## src/plpc_pkg.sv

```systemverilog
/*
 * Constants and shared types of the link power configuration block.
 * Assumes a single core clock; the idle timer, the top and the bench refer to names here.
 */
package plpc_pkg;
    // Clock rate and derived period
    localparam int unsigned CLK_MHZ = 25;
    localparam int unsigned CLK_PERIOD_NS = 1000 / CLK_MHZ;
    localparam int unsigned NUM_VC = 2;

    // L0s idle threshold: steps of 256 ns, 256 ns to 8192 ns
    localparam int unsigned L0S_STEP_NS = 256;
    localparam int unsigned L0S_MAX_NS = 8192;
    localparam int unsigned L0S_STEP_SHIFT = 8;
    localparam int unsigned ACC_W = 14;
    localparam logic [13:0] CLK_PERIOD_ACC = 14'(CLK_PERIOD_NS);
    localparam logic [4:0] L0S_STEP_MAX = 5'(L0S_MAX_NS / L0S_STEP_NS - 1);

    // One fast training sequence lasts four symbols of 4 ns
    localparam int unsigned FTS_NS = 16;
    localparam logic [7:0] NFTS_MAX = 8'hff;
    localparam logic [2:0] LAT_MAX = 3'h7;

    // Register byte offsets
    localparam logic [7:0] ADDR_CTRL = 8'h00;
    localparam logic [7:0] ADDR_IDLE = 8'h04;
    localparam logic [7:0] ADDR_NFTS = 8'h08;
    localparam logic [7:0] ADDR_LAT = 8'h0c;
    localparam logic [7:0] ADDR_DEVCAP = 8'h10;
    localparam logic [7:0] ADDR_LINKCAP = 8'h14;
    localparam logic [7:0] ADDR_STATUS = 8'h18;

    // Control fields
    localparam int unsigned CTRL_COMMON_BIT = 0;
    localparam int unsigned CTRL_XCVR_BIT = 1;
    localparam int unsigned CTRL_L1EN_BIT = 2;
    localparam logic [2:0] CTRL_RST = 3'h1;
    localparam logic [4:0] IDLE_RST = 5'h1b;
    localparam logic [7:0] NFTS_COMMON_RST = 8'hff;
    localparam logic [7:0] NFTS_SEP_RST = 8'hff;
    localparam int unsigned NFTS_SEP_LSB = 8;

    // Latency configuration fields
    localparam int unsigned LAT_L0SACC_LSB = 0;
    localparam int unsigned LAT_L1ACC_LSB = 4;
    localparam int unsigned LAT_L1EXC_LSB = 8;
    localparam int unsigned LAT_L1EXS_LSB = 12;
    localparam logic [15:0] LAT_RST = 16'h0000;

    // Capability field positions
    localparam int unsigned DEVCAP_L0SACC_LSB = 6;
    localparam int unsigned DEVCAP_L1ACC_LSB = 9;
    localparam int unsigned LINKCAP_ASPM_LSB = 10;
    localparam int unsigned LINKCAP_L0SEXIT_LSB = 12;
    localparam int unsigned LINKCAP_L1EXIT_LSB = 15;

    // Status fields
    localparam int unsigned STAT_L0S_BIT = 0;
    localparam int unsigned STAT_RX_LSB = 8;
    localparam int unsigned STAT_TX_LSB = 16;
    localparam int unsigned STAT_NFTS_LSB = 24;

    localparam logic [1:0] RESP_OKAY = 2'h0;
    localparam logic [1:0] RESP_SLVERR = 2'h2;
    localparam logic [1:0] RESP_DECERR = 2'h3;

    typedef enum logic [1:0] {
        IDLE_BUSY = 2'h0,
        IDLE_COUNT = 2'h1,
        IDLE_L0S = 2'h3
    } plpc_idle_state_t;
endpackage

```

## src/plpc_if.sv

```systemverilog
/*
 * Carrier between the configuration core and its timer and FTS sender.
 * Assumes all three modules share one clock.
 */
`timescale 1ns/100ps
interface plpc_if;
    logic [4:0] thr_steps;
    logic tx_busy;
    logic in_l0s;
    logic [7:0] nfts_cfg;
    logic init_req;
    logic [7:0] nfts_tx;
    logic nfts_tx_valid;

    modport core (
        output thr_steps, tx_busy, nfts_cfg, init_req,
        input in_l0s, nfts_tx, nfts_tx_valid
    );
    modport timer (input thr_steps, tx_busy, output in_l0s);
    modport fts (input nfts_cfg, init_req, output nfts_tx, nfts_tx_valid);
endinterface // plpc_if

```

## src/plpc_fts_sender.sv

```systemverilog
/*
 * Presents the required FTS count to the training-set builder at link init.
 * Assumes init_req is a one-cycle pulse on the core clock.
 */
`timescale 1ns/100ps
module plpc_fts_sender (
    input wire logic aclk,
    input wire logic aresetn,
    input wire logic aclken,
    plpc_if.fts bus
);
    typedef struct packed {
        logic [7:0] nfts;
        logic valid;
    } plpc_fts_state_t;

    plpc_fts_state_t s;
    plpc_fts_state_t next_s;

    always_comb begin
        next_s = s;
        next_s.valid = bus.init_req;
        if (bus.init_req) begin
            // Captured so a later config write cannot change a training set in flight
            next_s.nfts = bus.nfts_cfg;
        end
    end

    always_ff @(posedge aclk) begin
        if (!aresetn) begin
            s <= '{nfts: '0, valid: 1'b0};
        end else if (aclken) begin
            s <= next_s;
        end
    end

    assign bus.nfts_tx = s.nfts;
    assign bus.nfts_tx_valid = s.valid;
endmodule // plpc_fts_sender

```

## src/plpc_idle_timer.sv

```systemverilog
/*
 * L0s entry timer: counts uninterrupted transmit idle time in ns.
 * Assumes thr_steps and tx_busy come from logic on the same clock.
 */
`timescale 1ns/100ps
module plpc_idle_timer (
    input wire logic aclk,
    input wire logic aresetn,
    input wire logic aclken,
    plpc_if.timer bus
);
    typedef struct packed {
        plpc_pkg::plpc_idle_state_t state;
        logic [13:0] acc;
    } plpc_timer_state_t;

    plpc_timer_state_t s;
    plpc_timer_state_t next_s;
    logic [13:0] thr_ns;
    logic [13:0] acc_inc;

    always_comb begin
        next_s = s;
        thr_ns = (14'(bus.thr_steps) + 14'h1) << plpc_pkg::L0S_STEP_SHIFT;
        acc_inc = s.acc + plpc_pkg::CLK_PERIOD_ACC;
        case (s.state)
            plpc_pkg::IDLE_BUSY: begin
                next_s.acc = '0;
                if (!bus.tx_busy) begin
                    next_s.state = plpc_pkg::IDLE_COUNT;
                end
            end
            plpc_pkg::IDLE_COUNT: begin
                if (bus.tx_busy) begin
                    // Any traffic restarts the idle interval from zero
                    next_s.state = plpc_pkg::IDLE_BUSY;
                    next_s.acc = '0;
                end else if (acc_inc >= thr_ns) begin
                    next_s.state = plpc_pkg::IDLE_L0S;
                end else begin
                    next_s.acc = acc_inc;
                end
            end
            plpc_pkg::IDLE_L0S: begin
                if (bus.tx_busy) begin
                    next_s.state = plpc_pkg::IDLE_BUSY;
                    next_s.acc = '0;
                end
            end
            default: begin
                next_s.state = plpc_pkg::IDLE_BUSY;
                next_s.acc = '0;
            end
        endcase
    end

    always_ff @(posedge aclk) begin
        if (!aresetn) begin
            s <= '{state: plpc_pkg::IDLE_BUSY, acc: '0};
        end else if (aclken) begin
            s <= next_s;
        end
    end

    assign bus.in_l0s = (s.state == plpc_pkg::IDLE_L0S);
endmodule // plpc_idle_timer

```

## src/plpc_top.sv

```systemverilog
/*
 * Active-state link power configuration of an endpoint: AXI4-Lite registers,
 * capability field derivation, L0s idle timer and FTS count hand-off.
 * Assumes traffic and link-init inputs come from logic on aclk.
 */
// Summary of operation
// - The transmitter enters L0s after the link idles for a threshold of 256 ns to 8192 ns.
// - The device capabilities show the configured L0s acceptable latency read-only.
// - The device capabilities show the configured L1 acceptable latency read-only.
// - In common clock mode the common FTS count (0-255) is sent at link init.
// - In separate clock mode the separate FTS count is sent and sets the L0s exit latency.
// - The link capabilities L1 support bit follows the L1 ASPM enable.
// - The L1 exit latency field comes from the exit latency of the active clock mode.
// - The integrated transceiver forces threshold, FTS and L1 exit to maximum, L1 off.
// - Transmit busy and receive active exist per virtual channel; tx_l0s, config and global are shared.
// - The application interface has transmit, receive, configuration and global groups.
`timescale 1ns/100ps
module plpc_top (
    // Global group
    input wire logic aclk,
    input wire logic aresetn,
    input wire logic aclken,
    input wire logic gbl_link_init,
    // Register bus
    input wire logic [7:0] s_axi_awaddr,
    input wire logic s_axi_awvalid,
    output logic s_axi_awready,
    input wire logic [31:0] s_axi_wdata,
    input wire logic [3:0] s_axi_wstrb,
    input wire logic s_axi_wvalid,
    output logic s_axi_wready,
    output logic [1:0] s_axi_bresp,
    output logic s_axi_bvalid,
    input wire logic s_axi_bready,
    input wire logic [7:0] s_axi_araddr,
    input wire logic s_axi_arvalid,
    output logic s_axi_arready,
    output logic [31:0] s_axi_rdata,
    output logic [1:0] s_axi_rresp,
    output logic s_axi_rvalid,
    input wire logic s_axi_rready,
    // Transmit group, one busy per virtual channel
    input wire logic [1:0] tx_busy_vc,
    output logic tx_l0s,
    // Receive group, one active per virtual channel
    input wire logic [1:0] rx_active_vc,
    // Configuration group
    output logic [31:0] cfg_devcap,
    output logic [31:0] cfg_linkcap,
    output logic [7:0] cfg_nfts,
    output logic cfg_nfts_valid
);
    typedef struct packed {
        logic aw_have;
        logic [7:0] awaddr;
        logic w_have;
        logic [31:0] wdata;
        logic [3:0] wstrb;
        logic bvalid;
        logic [1:0] bresp;
        logic rvalid;
        logic [31:0] rdata;
        logic [1:0] rresp;
        logic [2:0] ctrl;
        logic [4:0] idle;
        logic [15:0] nfts;
        logic [15:0] lat;
        logic [31:0] devcap;
        logic [31:0] linkcap;
    } plpc_top_state_t;

    localparam plpc_top_state_t TOP_RST = '{
        ctrl: plpc_pkg::CTRL_RST,
        idle: plpc_pkg::IDLE_RST,
        nfts: {plpc_pkg::NFTS_SEP_RST, plpc_pkg::NFTS_COMMON_RST},
        lat: plpc_pkg::LAT_RST,
        default: '0
    };

    plpc_top_state_t s;
    plpc_top_state_t next_s;
    plpc_if link_if ();

    // Byte-lane merge for a register write
    function automatic logic [31:0] plpc_merge(
        input logic [31:0] old_val,
        input logic [31:0] new_val,
        input logic [3:0] strb
    );
        logic [31:0] res;
        res = old_val;
        for (int i = 0; i < 4; i++) begin
            if (strb[i]) begin
                res[8*i +: 8] = new_val[8*i +: 8];
            end
        end
        return res;
    endfunction

    // Answer for an address: read-only words refuse writes
    function automatic logic [1:0] plpc_resp(input logic [7:0] addr, input logic is_wr);
        logic [1:0] r;
        r = plpc_pkg::RESP_DECERR;
        case (addr)
            plpc_pkg::ADDR_CTRL, plpc_pkg::ADDR_IDLE,
            plpc_pkg::ADDR_NFTS, plpc_pkg::ADDR_LAT: begin
                r = plpc_pkg::RESP_OKAY;
            end
            plpc_pkg::ADDR_DEVCAP, plpc_pkg::ADDR_LINKCAP,
            plpc_pkg::ADDR_STATUS: begin
                r = is_wr ? plpc_pkg::RESP_SLVERR : plpc_pkg::RESP_OKAY;
            end
            default: begin
                r = plpc_pkg::RESP_DECERR;
            end
        endcase
        return r;
    endfunction

    // L0s exit time is the FTS count times one FTS, coded in power-of-two bands
    function automatic logic [2:0] plpc_l0s_exit(input logic [7:0] n);
        logic [12:0] t;
        logic [2:0] code;
        t = 13'(n) * 13'(plpc_pkg::FTS_NS);
        if (t < 13'd64) code = 3'h0;
        else if (t < 13'd128) code = 3'h1;
        else if (t < 13'd256) code = 3'h2;
        else if (t < 13'd512) code = 3'h3;
        else if (t < 13'd1024) code = 3'h4;
        else if (t < 13'd2048) code = 3'h5;
        else if (t < 13'd4096) code = 3'h6;
        else code = 3'h7;
        return code;
    endfunction

    logic xcvr;
    logic common_clk;
    logic [4:0] eff_thr;
    logic [7:0] eff_nfts_c;
    logic [7:0] eff_nfts_s;
    logic [7:0] eff_nfts;
    logic [2:0] eff_l1exit;
    logic l1_sup;
    logic [1:0] vc_busy;
    logic aw_fire;
    logic w_fire;
    logic ar_fire;
    logic aw_ok;
    logic w_ok;
    logic [7:0] wr_addr;
    logic [31:0] wr_data;
    logic [3:0] wr_strb;
    logic [31:0] status;

    // Transmit traffic of every virtual channel keeps the shared link busy
    for (genvar v = 0; v < plpc_pkg::NUM_VC; v++) begin : g_vc
        assign vc_busy[v] = tx_busy_vc[v];
    end

    always_comb begin
        xcvr = s.ctrl[plpc_pkg::CTRL_XCVR_BIT];
        common_clk = s.ctrl[plpc_pkg::CTRL_COMMON_BIT];
        eff_thr = xcvr ? plpc_pkg::L0S_STEP_MAX : s.idle;
        eff_nfts_c = xcvr ? plpc_pkg::NFTS_MAX : s.nfts[7:0];
        eff_nfts_s = xcvr ? plpc_pkg::NFTS_MAX : s.nfts[plpc_pkg::NFTS_SEP_LSB +: 8];
        eff_nfts = common_clk ? eff_nfts_c : eff_nfts_s;
        if (xcvr) begin
            eff_l1exit = plpc_pkg::LAT_MAX;
        end else if (common_clk) begin
            eff_l1exit = s.lat[plpc_pkg::LAT_L1EXC_LSB +: 3];
        end else begin
            eff_l1exit = s.lat[plpc_pkg::LAT_L1EXS_LSB +: 3];
        end
        // Transceiver has no L1 support, whatever software asks
        l1_sup = s.ctrl[plpc_pkg::CTRL_L1EN_BIT] & ~xcvr;
        status = '0;
        status[plpc_pkg::STAT_L0S_BIT] = link_if.in_l0s;
        status[plpc_pkg::STAT_RX_LSB +: 2] = rx_active_vc;
        status[plpc_pkg::STAT_TX_LSB +: 2] = vc_busy;
        status[plpc_pkg::STAT_NFTS_LSB +: 8] = eff_nfts;
    end

    assign link_if.thr_steps = eff_thr;
    assign link_if.tx_busy = |vc_busy;
    assign link_if.nfts_cfg = eff_nfts;
    assign link_if.init_req = gbl_link_init;

    // Ready is withheld while frozen so no handshake completes without a state update
    assign s_axi_awready = aclken & ~s.aw_have & ~s.bvalid;
    assign s_axi_wready = aclken & ~s.w_have & ~s.bvalid;
    assign s_axi_arready = aclken & ~s.rvalid;
    assign aw_fire = s_axi_awvalid & s_axi_awready;
    assign w_fire = s_axi_wvalid & s_axi_wready;
    assign ar_fire = s_axi_arvalid & s_axi_arready;
    assign aw_ok = s.aw_have | aw_fire;
    assign w_ok = s.w_have | w_fire;
    assign wr_addr = s.aw_have ? s.awaddr : s_axi_awaddr;
    assign wr_data = s.w_have ? s.wdata : s_axi_wdata;
    assign wr_strb = s.w_have ? s.wstrb : s_axi_wstrb;

    always_comb begin
        next_s = s;
        // Write address and data may arrive in either order
        if (aw_fire) begin
            next_s.aw_have = 1'b1;
            next_s.awaddr = s_axi_awaddr;
        end
        if (w_fire) begin
            next_s.w_have = 1'b1;
            next_s.wdata = s_axi_wdata;
            next_s.wstrb = s_axi_wstrb;
        end
        if (aw_ok && w_ok) begin
            next_s.aw_have = 1'b0;
            next_s.w_have = 1'b0;
            next_s.bvalid = 1'b1;
            next_s.bresp = plpc_resp(wr_addr, 1'b1);
            case (wr_addr)
                plpc_pkg::ADDR_CTRL: begin
                    next_s.ctrl = 3'(plpc_merge(32'(s.ctrl), wr_data, wr_strb));
                end
                plpc_pkg::ADDR_IDLE: begin
                    next_s.idle = 5'(plpc_merge(32'(s.idle), wr_data, wr_strb));
                end
                plpc_pkg::ADDR_NFTS: begin
                    next_s.nfts = 16'(plpc_merge(32'(s.nfts), wr_data, wr_strb));
                end
                plpc_pkg::ADDR_LAT: begin
                    next_s.lat = 16'(plpc_merge(32'(s.lat), wr_data, wr_strb));
                end
                default: begin
                    next_s.bvalid = 1'b1;
                end
            endcase
        end else if (s.bvalid && s_axi_bready) begin
            next_s.bvalid = 1'b0;
        end

        if (ar_fire) begin
            next_s.rvalid = 1'b1;
            next_s.rresp = plpc_resp(s_axi_araddr, 1'b0);
            case (s_axi_araddr)
                plpc_pkg::ADDR_CTRL: next_s.rdata = 32'(s.ctrl);
                plpc_pkg::ADDR_IDLE: next_s.rdata = 32'(s.idle);
                plpc_pkg::ADDR_NFTS: next_s.rdata = 32'(s.nfts);
                plpc_pkg::ADDR_LAT: next_s.rdata = 32'(s.lat);
                plpc_pkg::ADDR_DEVCAP: next_s.rdata = s.devcap;
                plpc_pkg::ADDR_LINKCAP: next_s.rdata = s.linkcap;
                plpc_pkg::ADDR_STATUS: next_s.rdata = status;
                default: next_s.rdata = '0;
            endcase
        end else if (s.rvalid && s_axi_rready) begin
            next_s.rvalid = 1'b0;
        end

        next_s.devcap = '0;
        next_s.devcap[plpc_pkg::DEVCAP_L0SACC_LSB +: 3] =
            s.lat[plpc_pkg::LAT_L0SACC_LSB +: 3];
        next_s.devcap[plpc_pkg::DEVCAP_L1ACC_LSB +: 3] =
            s.lat[plpc_pkg::LAT_L1ACC_LSB +: 3];
        next_s.linkcap = '0;
        // L0s is always supported; L1 only when enabled
        next_s.linkcap[plpc_pkg::LINKCAP_ASPM_LSB +: 2] = {l1_sup, 1'b1};
        next_s.linkcap[plpc_pkg::LINKCAP_L0SEXIT_LSB +: 3] = plpc_l0s_exit(eff_nfts);
        next_s.linkcap[plpc_pkg::LINKCAP_L1EXIT_LSB +: 3] = eff_l1exit;
    end

    always_ff @(posedge aclk) begin
        if (!aresetn) begin
            s <= TOP_RST;
        end else if (aclken) begin
            s <= next_s;
        end
    end

    plpc_idle_timer u_idle_timer (
        .aclk(aclk),
        .aresetn(aresetn),
        .aclken(aclken),
        .bus(link_if.timer)
    );

    plpc_fts_sender u_fts_sender (
        .aclk(aclk),
        .aresetn(aresetn),
        .aclken(aclken),
        .bus(link_if.fts)
    );

    assign s_axi_bvalid = s.bvalid;
    assign s_axi_bresp = s.bresp;
    assign s_axi_rvalid = s.rvalid;
    assign s_axi_rdata = s.rdata;
    assign s_axi_rresp = s.rresp;
    assign tx_l0s = link_if.in_l0s;
    // Four application groups: transmit, receive, configuration, global
    assign cfg_devcap = s.devcap;
    assign cfg_linkcap = s.linkcap;
    assign cfg_nfts = link_if.nfts_tx;
    assign cfg_nfts_valid = link_if.nfts_tx_valid;
endmodule // plpc_top

```

## config.mk

```make
export PLATFORM = sky130hd
export DESIGN_NAME = plpc_top
export DESIGN_NICKNAME = d
export VERILOG_FILES = /design/src/plpc_pkg.sv /design/src/plpc_if.sv /design/src/plpc_fts_sender.sv /design/src/plpc_idle_timer.sv /design/src/plpc_top.sv
export SDC_FILE = /design/constraint.sdc
export NUM_CORES = 1
export LEC_CHECK = 0
export ABC_AREA = 1
export BUFFER_PORTS_ARGS = -buffer_cell sky130_fd_sc_hd__buf_2
export CORE_MARGIN = 2
export CORE_UTILIZATION = 27
export DETAILED_ROUTE_END_ITERATION = 16
export GPL_ROUTABILITY_DRIVEN = 1
export PLACE_DENSITY = 0.58
export SETUP_SLACK_MARGIN = 0.05
export SLEW_MARGIN = 20
export SYNTH_ARGS = -nofsm -noshare
export SYNTH_HDL_FRONTEND = slang
export SYNTH_SLANG_ARGS = --single-unit
```

## constraint.sdc

```tcl
create_clock -name aclk -period 4.6 [get_ports aclk]
set_input_delay 0.23 -clock aclk [delete_from_list [all_inputs] [get_ports aclk]]
set_output_delay 0.23 -clock aclk [all_outputs]
set_load 0.05 [all_outputs]
```

==> impl_metrics.ini, run 1 <==
[synthesis]
synth.area.top_cells = dfxtp_1 37%, nand2_1 13%, buf_4 10%, nor2_1 7.6%, nand3_1 6.9%
avgSynthCellArea_um2 = 6.83
yosysTopAreaCellShare_pct = 37.0
synth_edf_count = 0
synth_most_common_cell = nand2_1
muxShareOfSynthArea_pct = 0.961
ys.flop_type = dfxtp_1
ys_seq_area_share_pct = 37.0
synthTopCellsByCount = 246 x nand2_1, 148 x nor2_1, 135 x dfxtp_1
yosysWarnings = 0
yosysTopAreaCell = dfxtp_1
synth_top_family_by_area = simple AND/OR/NAND/NOR gates
syn-instance-count = 1068
ys_async_sr_fraction_pct = 0
netlist_area_um2 = 7290
synth_xor_area_share_pct = 0.480
synth_cell_types = 40
ys_ff_latch = 135
synthSimpleGateAreaFrac_pct = 33.1
synth_compound_area_share_pct = 10.5
synth_fa_ha_area_share_pct = 1.37

[pwr]
leakagePower_nw = 3.72
peakVddDrop_v = 0.000194
power.density_nw_per_um2 = 370

[timing]
post-route-min-period_ns = 3.20
skew_ns = 0.0117
slew-limit-headroom_pct = 33.3
tightest_slew_ns = 0.995
setup_viol_count_final = 0
post-route-period-util_pct = 69.6
fin_setup_tns_ns = 0
drv_slew = 0
rsz0062_at_grt = no
finalWorstSetupSlack_ns = 1.40
holdWs_ns = 0.0764
fmax_mhz = 313
finalHoldViolCount = 0

[detailed_routing]
wl_um = 19700
ant_nets = 0
route.detailed.vias_per_inst = 4.51
drcViolationCount = 0
first_pass_iters = 4
drt-initial-drc-count = 495
num_vias = 6602
wl_per_cell_um = 13.4

[global_route]
grt_usage_pct = 13.6
gr-usage-met2_pct = 19.2
grt_most_used_layer = met1
grt_pass1_wl_um = 30300
grtUsageMet3_pct = 4.07
grt_pass1_vias = 5461
grt_overflow_total = 0
met1_usage_pct = 19.9
antenna_found_initial = 6
grt_max_degree = 52

[worst_hold_path]
hp-start = s_axi_awaddr[6]
holdCritPathClass = in -> reg
holdPathStages = 3
hold_path_end = s[185]

[setup_path]
crit-reg2reg-launch = u_idle_timer.s[3]
worst_path_max_delay_cell = nand2_1
timing.rr.end = u_idle_timer.s[4]
path_cells = ha_1 > inv_1 > nand2_1 > nand3_1 > nor2_1 > nand3_1 > and2_1 > ha_1 > nand2_1 > nor2_1 > o21ai_0 > inv_1 > nor2_1 > nand2_1 > nand2_1 > nand2_1 > nand2_1 > a21oi_1
crit_buf_inv = 2
path_class = reg -> reg
r2r_slack_ns = 1.40
rr_worst_depth = 18
cp_common_cell = nand2_1
cp-start-kind = register
path_delay_family = simple AND/OR/NAND/NOR gates
cp_max_fo = 20
endpoint_kind = register
crit_arrival_ns = 3.47
slowest_delay_ns = 0.50
worst_ep_required_time_ns = 4.87

[floorplanning]
io_pins = 180
initial_core_util_pct = 27.3
rows = 60
die_h_um = 168
chipWidth_um = 168
die_area_um2 = 28300
core_um2 = 26700

[place]
post-place-ws_ns = 1.42
dp.cells = 1430
finalWeightedCongestion = 0.807
place_area_um2 = 7550
port_buffers = 105
place_hpwl_um = 14500

[final_layout]
instances_no_fill = 1465
final_area_um2 = 8150
fill_cells = 2966
drive_gt1_share_pct = 15.4
layout.nets = 1181
syn_to_final_growth_pct = 11.7

[clocking]
htreeDepth = 4
cts_hold_buf = 0
postCtsResizedCells = 0
cts_sinks = 135
postCtsSetupBuffers = 0
clock_latency_ns = 0.42
root_buffer = clkbuf_16
cts_buffers = 17
cts_tree = yes
path_clk_slew_ns = 0.06
cts_buffer_depth = 2

[run_status]
status = complete, no violations

[job]
drv_cap = 0
## area by class of cell
type                       count  area [um2]  share of cell area [%]
multi-input combinational    776        3600                    44.2
inverter                      67         253                    3.10
clock buffer                  19         443                    5.44
timing repair buffer         111         571                    7.00
antenna                        3        7.51                  0.0921
clock inverter                13         144                    1.77
sequential                   135        2700                    33.2
tap                          341         427                    5.24
## worst register-to-register path, delay by kind of cell, from the launching register on
kind                     cells  cell delay [ns]
AO/OA/AOI/OAI                2             0.13
adder cells (fa/ha/maj)      2             0.52
buffers and inverters        2             0.10
flip-flops                   1             0.38
AND/OR/NAND/NOR             12             1.92
## registers in the layout, summed over array words and instances (netlist names)
signal	flops
cfg_devcap	6
u_fts_sender.bus.nfts_tx	8
s_axi_bresp	2
s	61
next_s	6
common_clk	1
cfg_linkcap	8
u_fts_sender.bus.nfts_tx_valid	1
s_axi_bvalid	1
s_axi_rresp	1
s_axi_rvalid	1
u_idle_timer.s	13
s_axi_rdata	26
## layout by cell type, fill, tap and decap left out, drive strengths merged, types with 17 or more instances in the layout
cell type	n
nand2	249
nor2	153
dfxtp	135
buf	111
nand3	101
o21ai	72
inv	66
a21oi	62
conb	56
clkbuf	19
or2	17
## worst max path at each step
stage | start | slack (ns) | cells after the start | end
after CTS | u_idle_timer.s[3] | 1.40 | 18 | u_idle_timer.s[4]
after detailed placement | u_idle_timer.s[3] | 1.42 | 18 | u_idle_timer.s[4]
final | u_idle_timer.s[3] | 1.40 | 18 | u_idle_timer.s[4]
after global placement | u_idle_timer.s[3] | 1.45 | 18 | u_idle_timer.s[4]
after global routing | u_idle_timer.s[3] | 1.02 | 18 | u_idle_timer.s[4]
after floorplan | u_idle_timer.s[3] | 1.98 | 19 | u_idle_timer.s[3]
## through the flow
step                      power [mW]  util [%]
after global placement          1.67      28.3
final                           3.02      30.5
after CTS                       3.05      30.5
after floorplan                 1.63         -
after detailed placement        1.67      28.3
after global routing            3.14      30.5
## layer usage
metal / wire length, um / share of wire [%]
met5: 38 / 0.19
met4: 260 / 1.3
met3: 1370 / 6.9
met2: 8190 / 42
met1: 9800 / 50
## cell families after synthesis
logic type               Yosys count
flip-flops                       135
AND/OR/NAND/NOR                  555
buffers and inverters            212
AO/OA/AOI/OAI                    146
other                              1
adder cells (fa/ha/maj)            8
multiplexers                       7
XOR/XNOR                           4
## where the power goes
group | leakage [nW] | total (mW) | switching (mW) | internal [mW]
clock | 0.277 | 1.37 | 0.551 | 0.818
combinational | 2.35 | 0.413 | 0.323 | 0.0893
sequential | 1.10 | 1.23 | 0.0260 | 1.21
Power figures use the tool's default switching activity.
==> run 2, diff against run 1 <==
Settings changed: ABC_AREA 1 to 0, PLACE_DENSITY 0.58 to 0.6.
Clock period 4.6 ns to 2.6 ns, I/O delays scaled along.
==> run 2 against run 1 <==
  * Combinational power is 67% higher
  * Clock skew is 0.011 ns higher
  * Hold slack worse by 0.047 ns
  * Largest power group unchanged
  * Highest routed layer is now met4
==> impl_metrics.ini, run 2 <==
[floorplanning]
rows = 59
core_um2 = 25800
die_area_um2 = 27500
die_h_um = 166
chipWidth_um = 166
io_pins = 180
initial_core_util_pct = 27.3

[synthesis]
synth_cell_types = 68
ys_seq_area_share_pct = 38.3
synth_xor_area_share_pct = 1.24
synth_compound_area_share_pct = 18.7
ys_ff_latch = 135
synthSimpleGateAreaFrac_pct = 17.6
yosysTopAreaCell = dfxtp_1
synthTopCellsByCount = 135 x dfxtp_1, 104 x buf_4, 101 x nand2_1
avgSynthCellArea_um2 = 8.59
syn-instance-count = 822
synth_top_family_by_area = compound AO/OA/AOI/OAI gates
netlist_area_um2 = 7060
muxShareOfSynthArea_pct = 8.49
synth_most_common_cell = dfxtp_1
synth_edf_count = 0
synth.area.top_cells = dfxtp_1 38%, buf_4 11%, mux2i_1 6.1%, nand2_1 5.4%, a21oi_1 4.4%
yosysTopAreaCellShare_pct = 38.3
yosysWarnings = 0
synth_fa_ha_area_share_pct = 1.42
ys_async_sr_fraction_pct = 0
ys.flop_type = dfxtp_1

[pwr]
peakVddDrop_v = 0.000438
leakagePower_nw = 3.58
power.density_nw_per_um2 = 623

[timing]
tightest_slew_ns = 0.816
post-route-min-period_ns = 2.59
drv_slew = 0
rsz0062_at_grt = yes
fmax_mhz = 386
post-route-period-util_pct = 99.7
finalHoldViolCount = 0
setup_viol_count_final = 0
skew_ns = 0.0224
fin_setup_tns_ns = 0
slew-limit-headroom_pct = 45.4

[setup_path]
path_cells = or2_2 > ha_4 > a311o_1 > nand2_1 > ha_1 > nand4_1 > o21bai_2 > nand3_2 > o31a_1 > buf_6 > a221o_1
endpoint_kind = register
worst_ep_required_time_ns = 2.92
crit_arrival_ns = 2.91
path_class = reg -> reg
r2r_slack_ns = 0.008
path_delay_family = compound AO/OA/AOI/OAI gates
crit_buf_inv = 1
slowest_delay_ns = 0.33
cp_max_fo = 9
worst_path_max_delay_cell = dfxtp_2
cp-start-kind = register

[detailed_routing]
first_pass_iters = 5
wl_per_cell_um = 15.5
drcViolationCount = 0
ant_nets = 0
wl_um = 19700
route.detailed.vias_per_inst = 4.78
num_vias = 6052
drt-initial-drc-count = 498

[clocking]
cts_buffer_depth = 2
cts_tree = yes
path_clk_slew_ns = 0.07
cts_buffers = 17
cts_sinks = 135
htreeDepth = 4
clock_latency_ns = 0.43
root_buffer = clkbuf_16

[final_layout]
top_register = s
instances_no_fill = 1266
layout.nets = 991
layout_commonest_cell = dfxtp_1
final_area_um2 = 8520
largest_reg_flops = 61
syn_to_final_growth_pct = 20.6
final_cell_mix = 127 x dfxtp_1, 105 x buf_2, 101 x nand2_1
drive_gt1_share_pct = 23.5
seq_area_um2 = 2720
diodes = 0
multi_input_area_um2 = 3650
fill_cells = 2672

[place]
finalWeightedCongestion = 0.821
port_buffers = 105
dp.cells = 1204
place_hpwl_um = 14400
place_area_um2 = 7560

[run_status]
status = complete, no violations

[global_route]
grt_pass1_vias = 5619
grt_usage_pct = 14.1
grt_max_degree = 42
antenna_found_initial = 0
grt_pass1_wl_um = 31000
grt_overflow_total = 0

[worst_hold_path]
holdCritPathClass = in -> reg

[job]
drv_cap = 0
==> run 2: cell count changes after synthesis, moves of 12 or more <==
cell / previous run / this run
nor2b_1: 0 / 19
a211oi_1: 0 / 23
a22oi_1: 2 / 19
o21ai_0: 71 / 37
nand2_1: 246 / 101
nor2_1: 148 / 57
nand3_1: 101 / 12
and3_1: 0 / 12
mux2i_1: 7 / 43
inv_1: 59 / 9
==> run 2: where the power goes <==
| part | internal (mW) | switching, mW | leakage [nW] |
|---|---|---|---|
| sequential | 2.11 | 0.0350 | 1.10 |
| combinational | 0.176 | 0.515 | 2.18 |
| clock | 1.46 | 1.00 | 0.299 |
==> run 2: area by class of cell <==
cell class / instances / area share, %
Clock buffer: 18 / 5.16
Clock inverter: 14 / 1.91
Inverter: 10 / 0.441
Multi-Input combinational cell: 583 / 42.8
Sequential cell: 135 / 31.9
Tap cell: 335 / 4.92
Timing Repair Buffer: 171 / 12.9
==> run 2: routing by layer <==
layer	vias to the layer above	global-route usage, %	part of all wire [%]
li1	2943	-	-
met1	2869	20.6	50
met2	220	20.6	42
met3	20	3.23	6.4
met4	0	4.35	1.5
met5	-	0	0
==> run 2: metrics by stage <==
stage	worst slack, ns	total power, mW	util (%)	hold slack, ns
global placement	-0.113	2.84	29.3	0.381
global route	-0.158	5.50	33.0	0.0247
floorplan	-0.175	2.77	-	0.266
detailed placement	-0.141	2.85	29.3	0.390
CTS	0.00756	5.35	32.8	0.0119
finish	0.00782	5.31	33.0	0.0298
==> run 2: worst paths after layout <==
check | endpoint | startpoint | cells after the start
max | u_idle_timer.s[6] | s[102] | 11
min | u_idle_timer.s[14] | aresetn | 2
max reg2reg | u_idle_timer.s[6] | s[102] | 11
min reg2reg | s_axi_rdata[9] | s_axi_rdata[9] | 2
==> run 2: logic make-up (layout without fill, tap and decap cells) <==
logic type,after synthesis,after routing
and+or+nand+nor,253,253
AOI/OAI and AO/OA,201,201
buffers and inverters,159,213
DFF,135,135
muxes,55,55
xor gates and xnor gates,10,10
adders and majority gates,8,8
other,1,56
==> run 2: repair_timing <==
item | 4_1_cts | 5_1_grt
endpoints found under the hold margin | 28 | 0
pin swaps | 3 | 3
setup buffers | 1 | 1
endpoints found under the setup margin | 10 | 17
resized for setup | 8 | 10
hold buffers | 28 | 0
cloned | 0 | 0
==> run 3, diff against run 2 <==
Settings changed: CORE_UTILIZATION 27 to 35, PLACE_DENSITY 0.6 to 0.71.
==> run 3 against run 2 <==
  * The flow now finishes with violations (setup timing)
  * Power fell by 2.2%
  * Final area fell by 1.0%
  * Via count down 1.2%
  * Largest cell class unchanged
==> impl_metrics.ini, run 3 (synthesis results as in run 2) <==
[timing]
rsz0062_at_grt = yes
post-route-min-period_ns = 2.68
finalHoldViolCount = 0
drv_slew = 0
finalWorstSetupSlack_ns = -0.0797
fin_setup_tns_ns = -0.316
post-route-period-util_pct = 103
fmax_mhz = 373
tightest_slew_ns = 0.825
slew-limit-headroom_pct = 44.9
skew_ns = 0.00841
setup_viol_count_final = 8

[worst_hold_path]
holdCritPathClass = in -> reg

[floorplanning]
die_h_um = 146
initial_core_util_pct = 35.9
chipWidth_um = 146
rows = 51
die_area_um2 = 21300
io_pins = 180
core_um2 = 19700

[global_route]
antenna_found_initial = 0
grt_usage_pct = 16.3
grt_pass1_wl_um = 28000
grt_max_degree = 62
grt_overflow_total = 0
grt_pass1_vias = 5185

[setup_path]
endpoint_kind = register
crit_arrival_ns = 2.99
path_cells = ha_4 > o2111ai_4 > nor2_4 > nand3_2 > xnor2_2 > ha_4 > nand4_1 > or3_4 > nor3_4 > buf_6 > nor2_4 > a221o_1
worst_ep_required_time_ns = 2.91
path_class = reg -> reg
cp_max_fo = 8
cp-start-kind = register
worst_path_max_delay_cell = or3_4
slowest_delay_ns = 0.38

[clocking]
cts_sinks = 135
path_clk_slew_ns = 0.07
cts_buffer_depth = 2
cts_buffers = 17
root_buffer = clkbuf_16
htreeDepth = 4
clock_latency_ns = 0.42
cts_tree = yes

[job]
drv_cap = 0

[final_layout]
layout.nets = 985
top_register = s
layout_commonest_cell = dfxtp_1
syn_to_final_growth_pct = 19.4
drive_gt1_share_pct = 23.2
instances_no_fill = 1191
largest_reg_flops = 61
final_cell_mix = 130 x dfxtp_1, 105 x buf_2, 101 x nand2_1
final_util_pct = 42.9

[pwr]
power_mw = 5.19
power.density_nw_per_um2 = 616
leakagePower_nw = 3.56
peakVddDrop_v = 0.000438

[detailed_routing]
num_vias = 5981
wl_met2_um = 7890
wl_um = 18200
drt-met1-wl_um = 8890
wl_per_cell_um = 15.3
route.detailed.vias_per_inst = 5.02
drt-initial-drc-count = 479
met3_wirelength_um = 1250
drcViolationCount = 0
ant_nets = 0
first_pass_iters = 5
top_layer_used = met4

[place]
post-place-ws_ns = -0.156
place_hpwl_um = 13100
finalWeightedCongestion = 0.851
port_buffers = 105
dp.cells = 1128

[run_status]
violations = setup timing
status = finished with violations
-- run 3: layout make-up --
type / count / area (um2)
Fill cell: 1959 / 11200
Multi-Input combinational cell: 583 / 3690
Sequential cell: 135 / 2710
Timing Repair Buffer: 165 / 1070
Clock buffer: 17 / 425
Tap cell: 265 / 332
Clock inverter: 15 / 160
Inverter: 10 / 37.5
Antenna cell: 1 / 2.50
-- run 3: report_power, final --
part           leakage, nW  internal [mW]  switching, mW  total, mW
sequential            1.10           2.11         0.0342       2.15
clock                0.286           1.36           1.00       2.36
combinational         2.17          0.173          0.509      0.682
-- run 3: path summary, 6_finish.rpt --
path | from | end | cells past startpoint | slack [ns]
worst min register to register | s_axi_rdata[8] | s_axi_rdata[8] | 2 | 0.45
worst min-delay path | s_axi_awaddr[2] | s[181] | 3 | 0.01
worst max-delay path | u_idle_timer.s[3] | u_idle_timer.s[5] | 12 | -0.08
worst max register to register | u_idle_timer.s[3] | u_idle_timer.s[5] | 12 | -0.08
-- run 3: through the flow --
stage	hold WS, ns	area (um2)
after floorplan	0.266	7330
after global placement	0.381	7440
after detailed placement	0.387	7440
after CTS	0.00848	8330
after global routing	0.00881	8430
final	0.0122	8430
-- run 3: critical path, delay by kind of cell (launching register included) --
family          cells  cell delay [ns]
compound gates      2             0.41
buf+inv             1             0.16
fa+ha+maj           2             0.44
simple gates        6             1.01
xor+xnor            1             0.18
flops               1             0.36
-- run 3: timing repair --
item                                   4_1_cts  5_1_grt
pin swaps                                    9        4
setup endpoints to repair                   11       12
setup buffers                                1        2
resized for setup                            7       18
cloned                                       0        0
endpoints found under the hold margin       27        0
hold buffers                                27        0
-- run 3: per-layer routing --
layer	vias to the layer above	track usage [%]
met5	-	0
met4	0	3.45
met3	17	4.28
met2	230	23.9
met1	2793	23.9
li1	2941	-
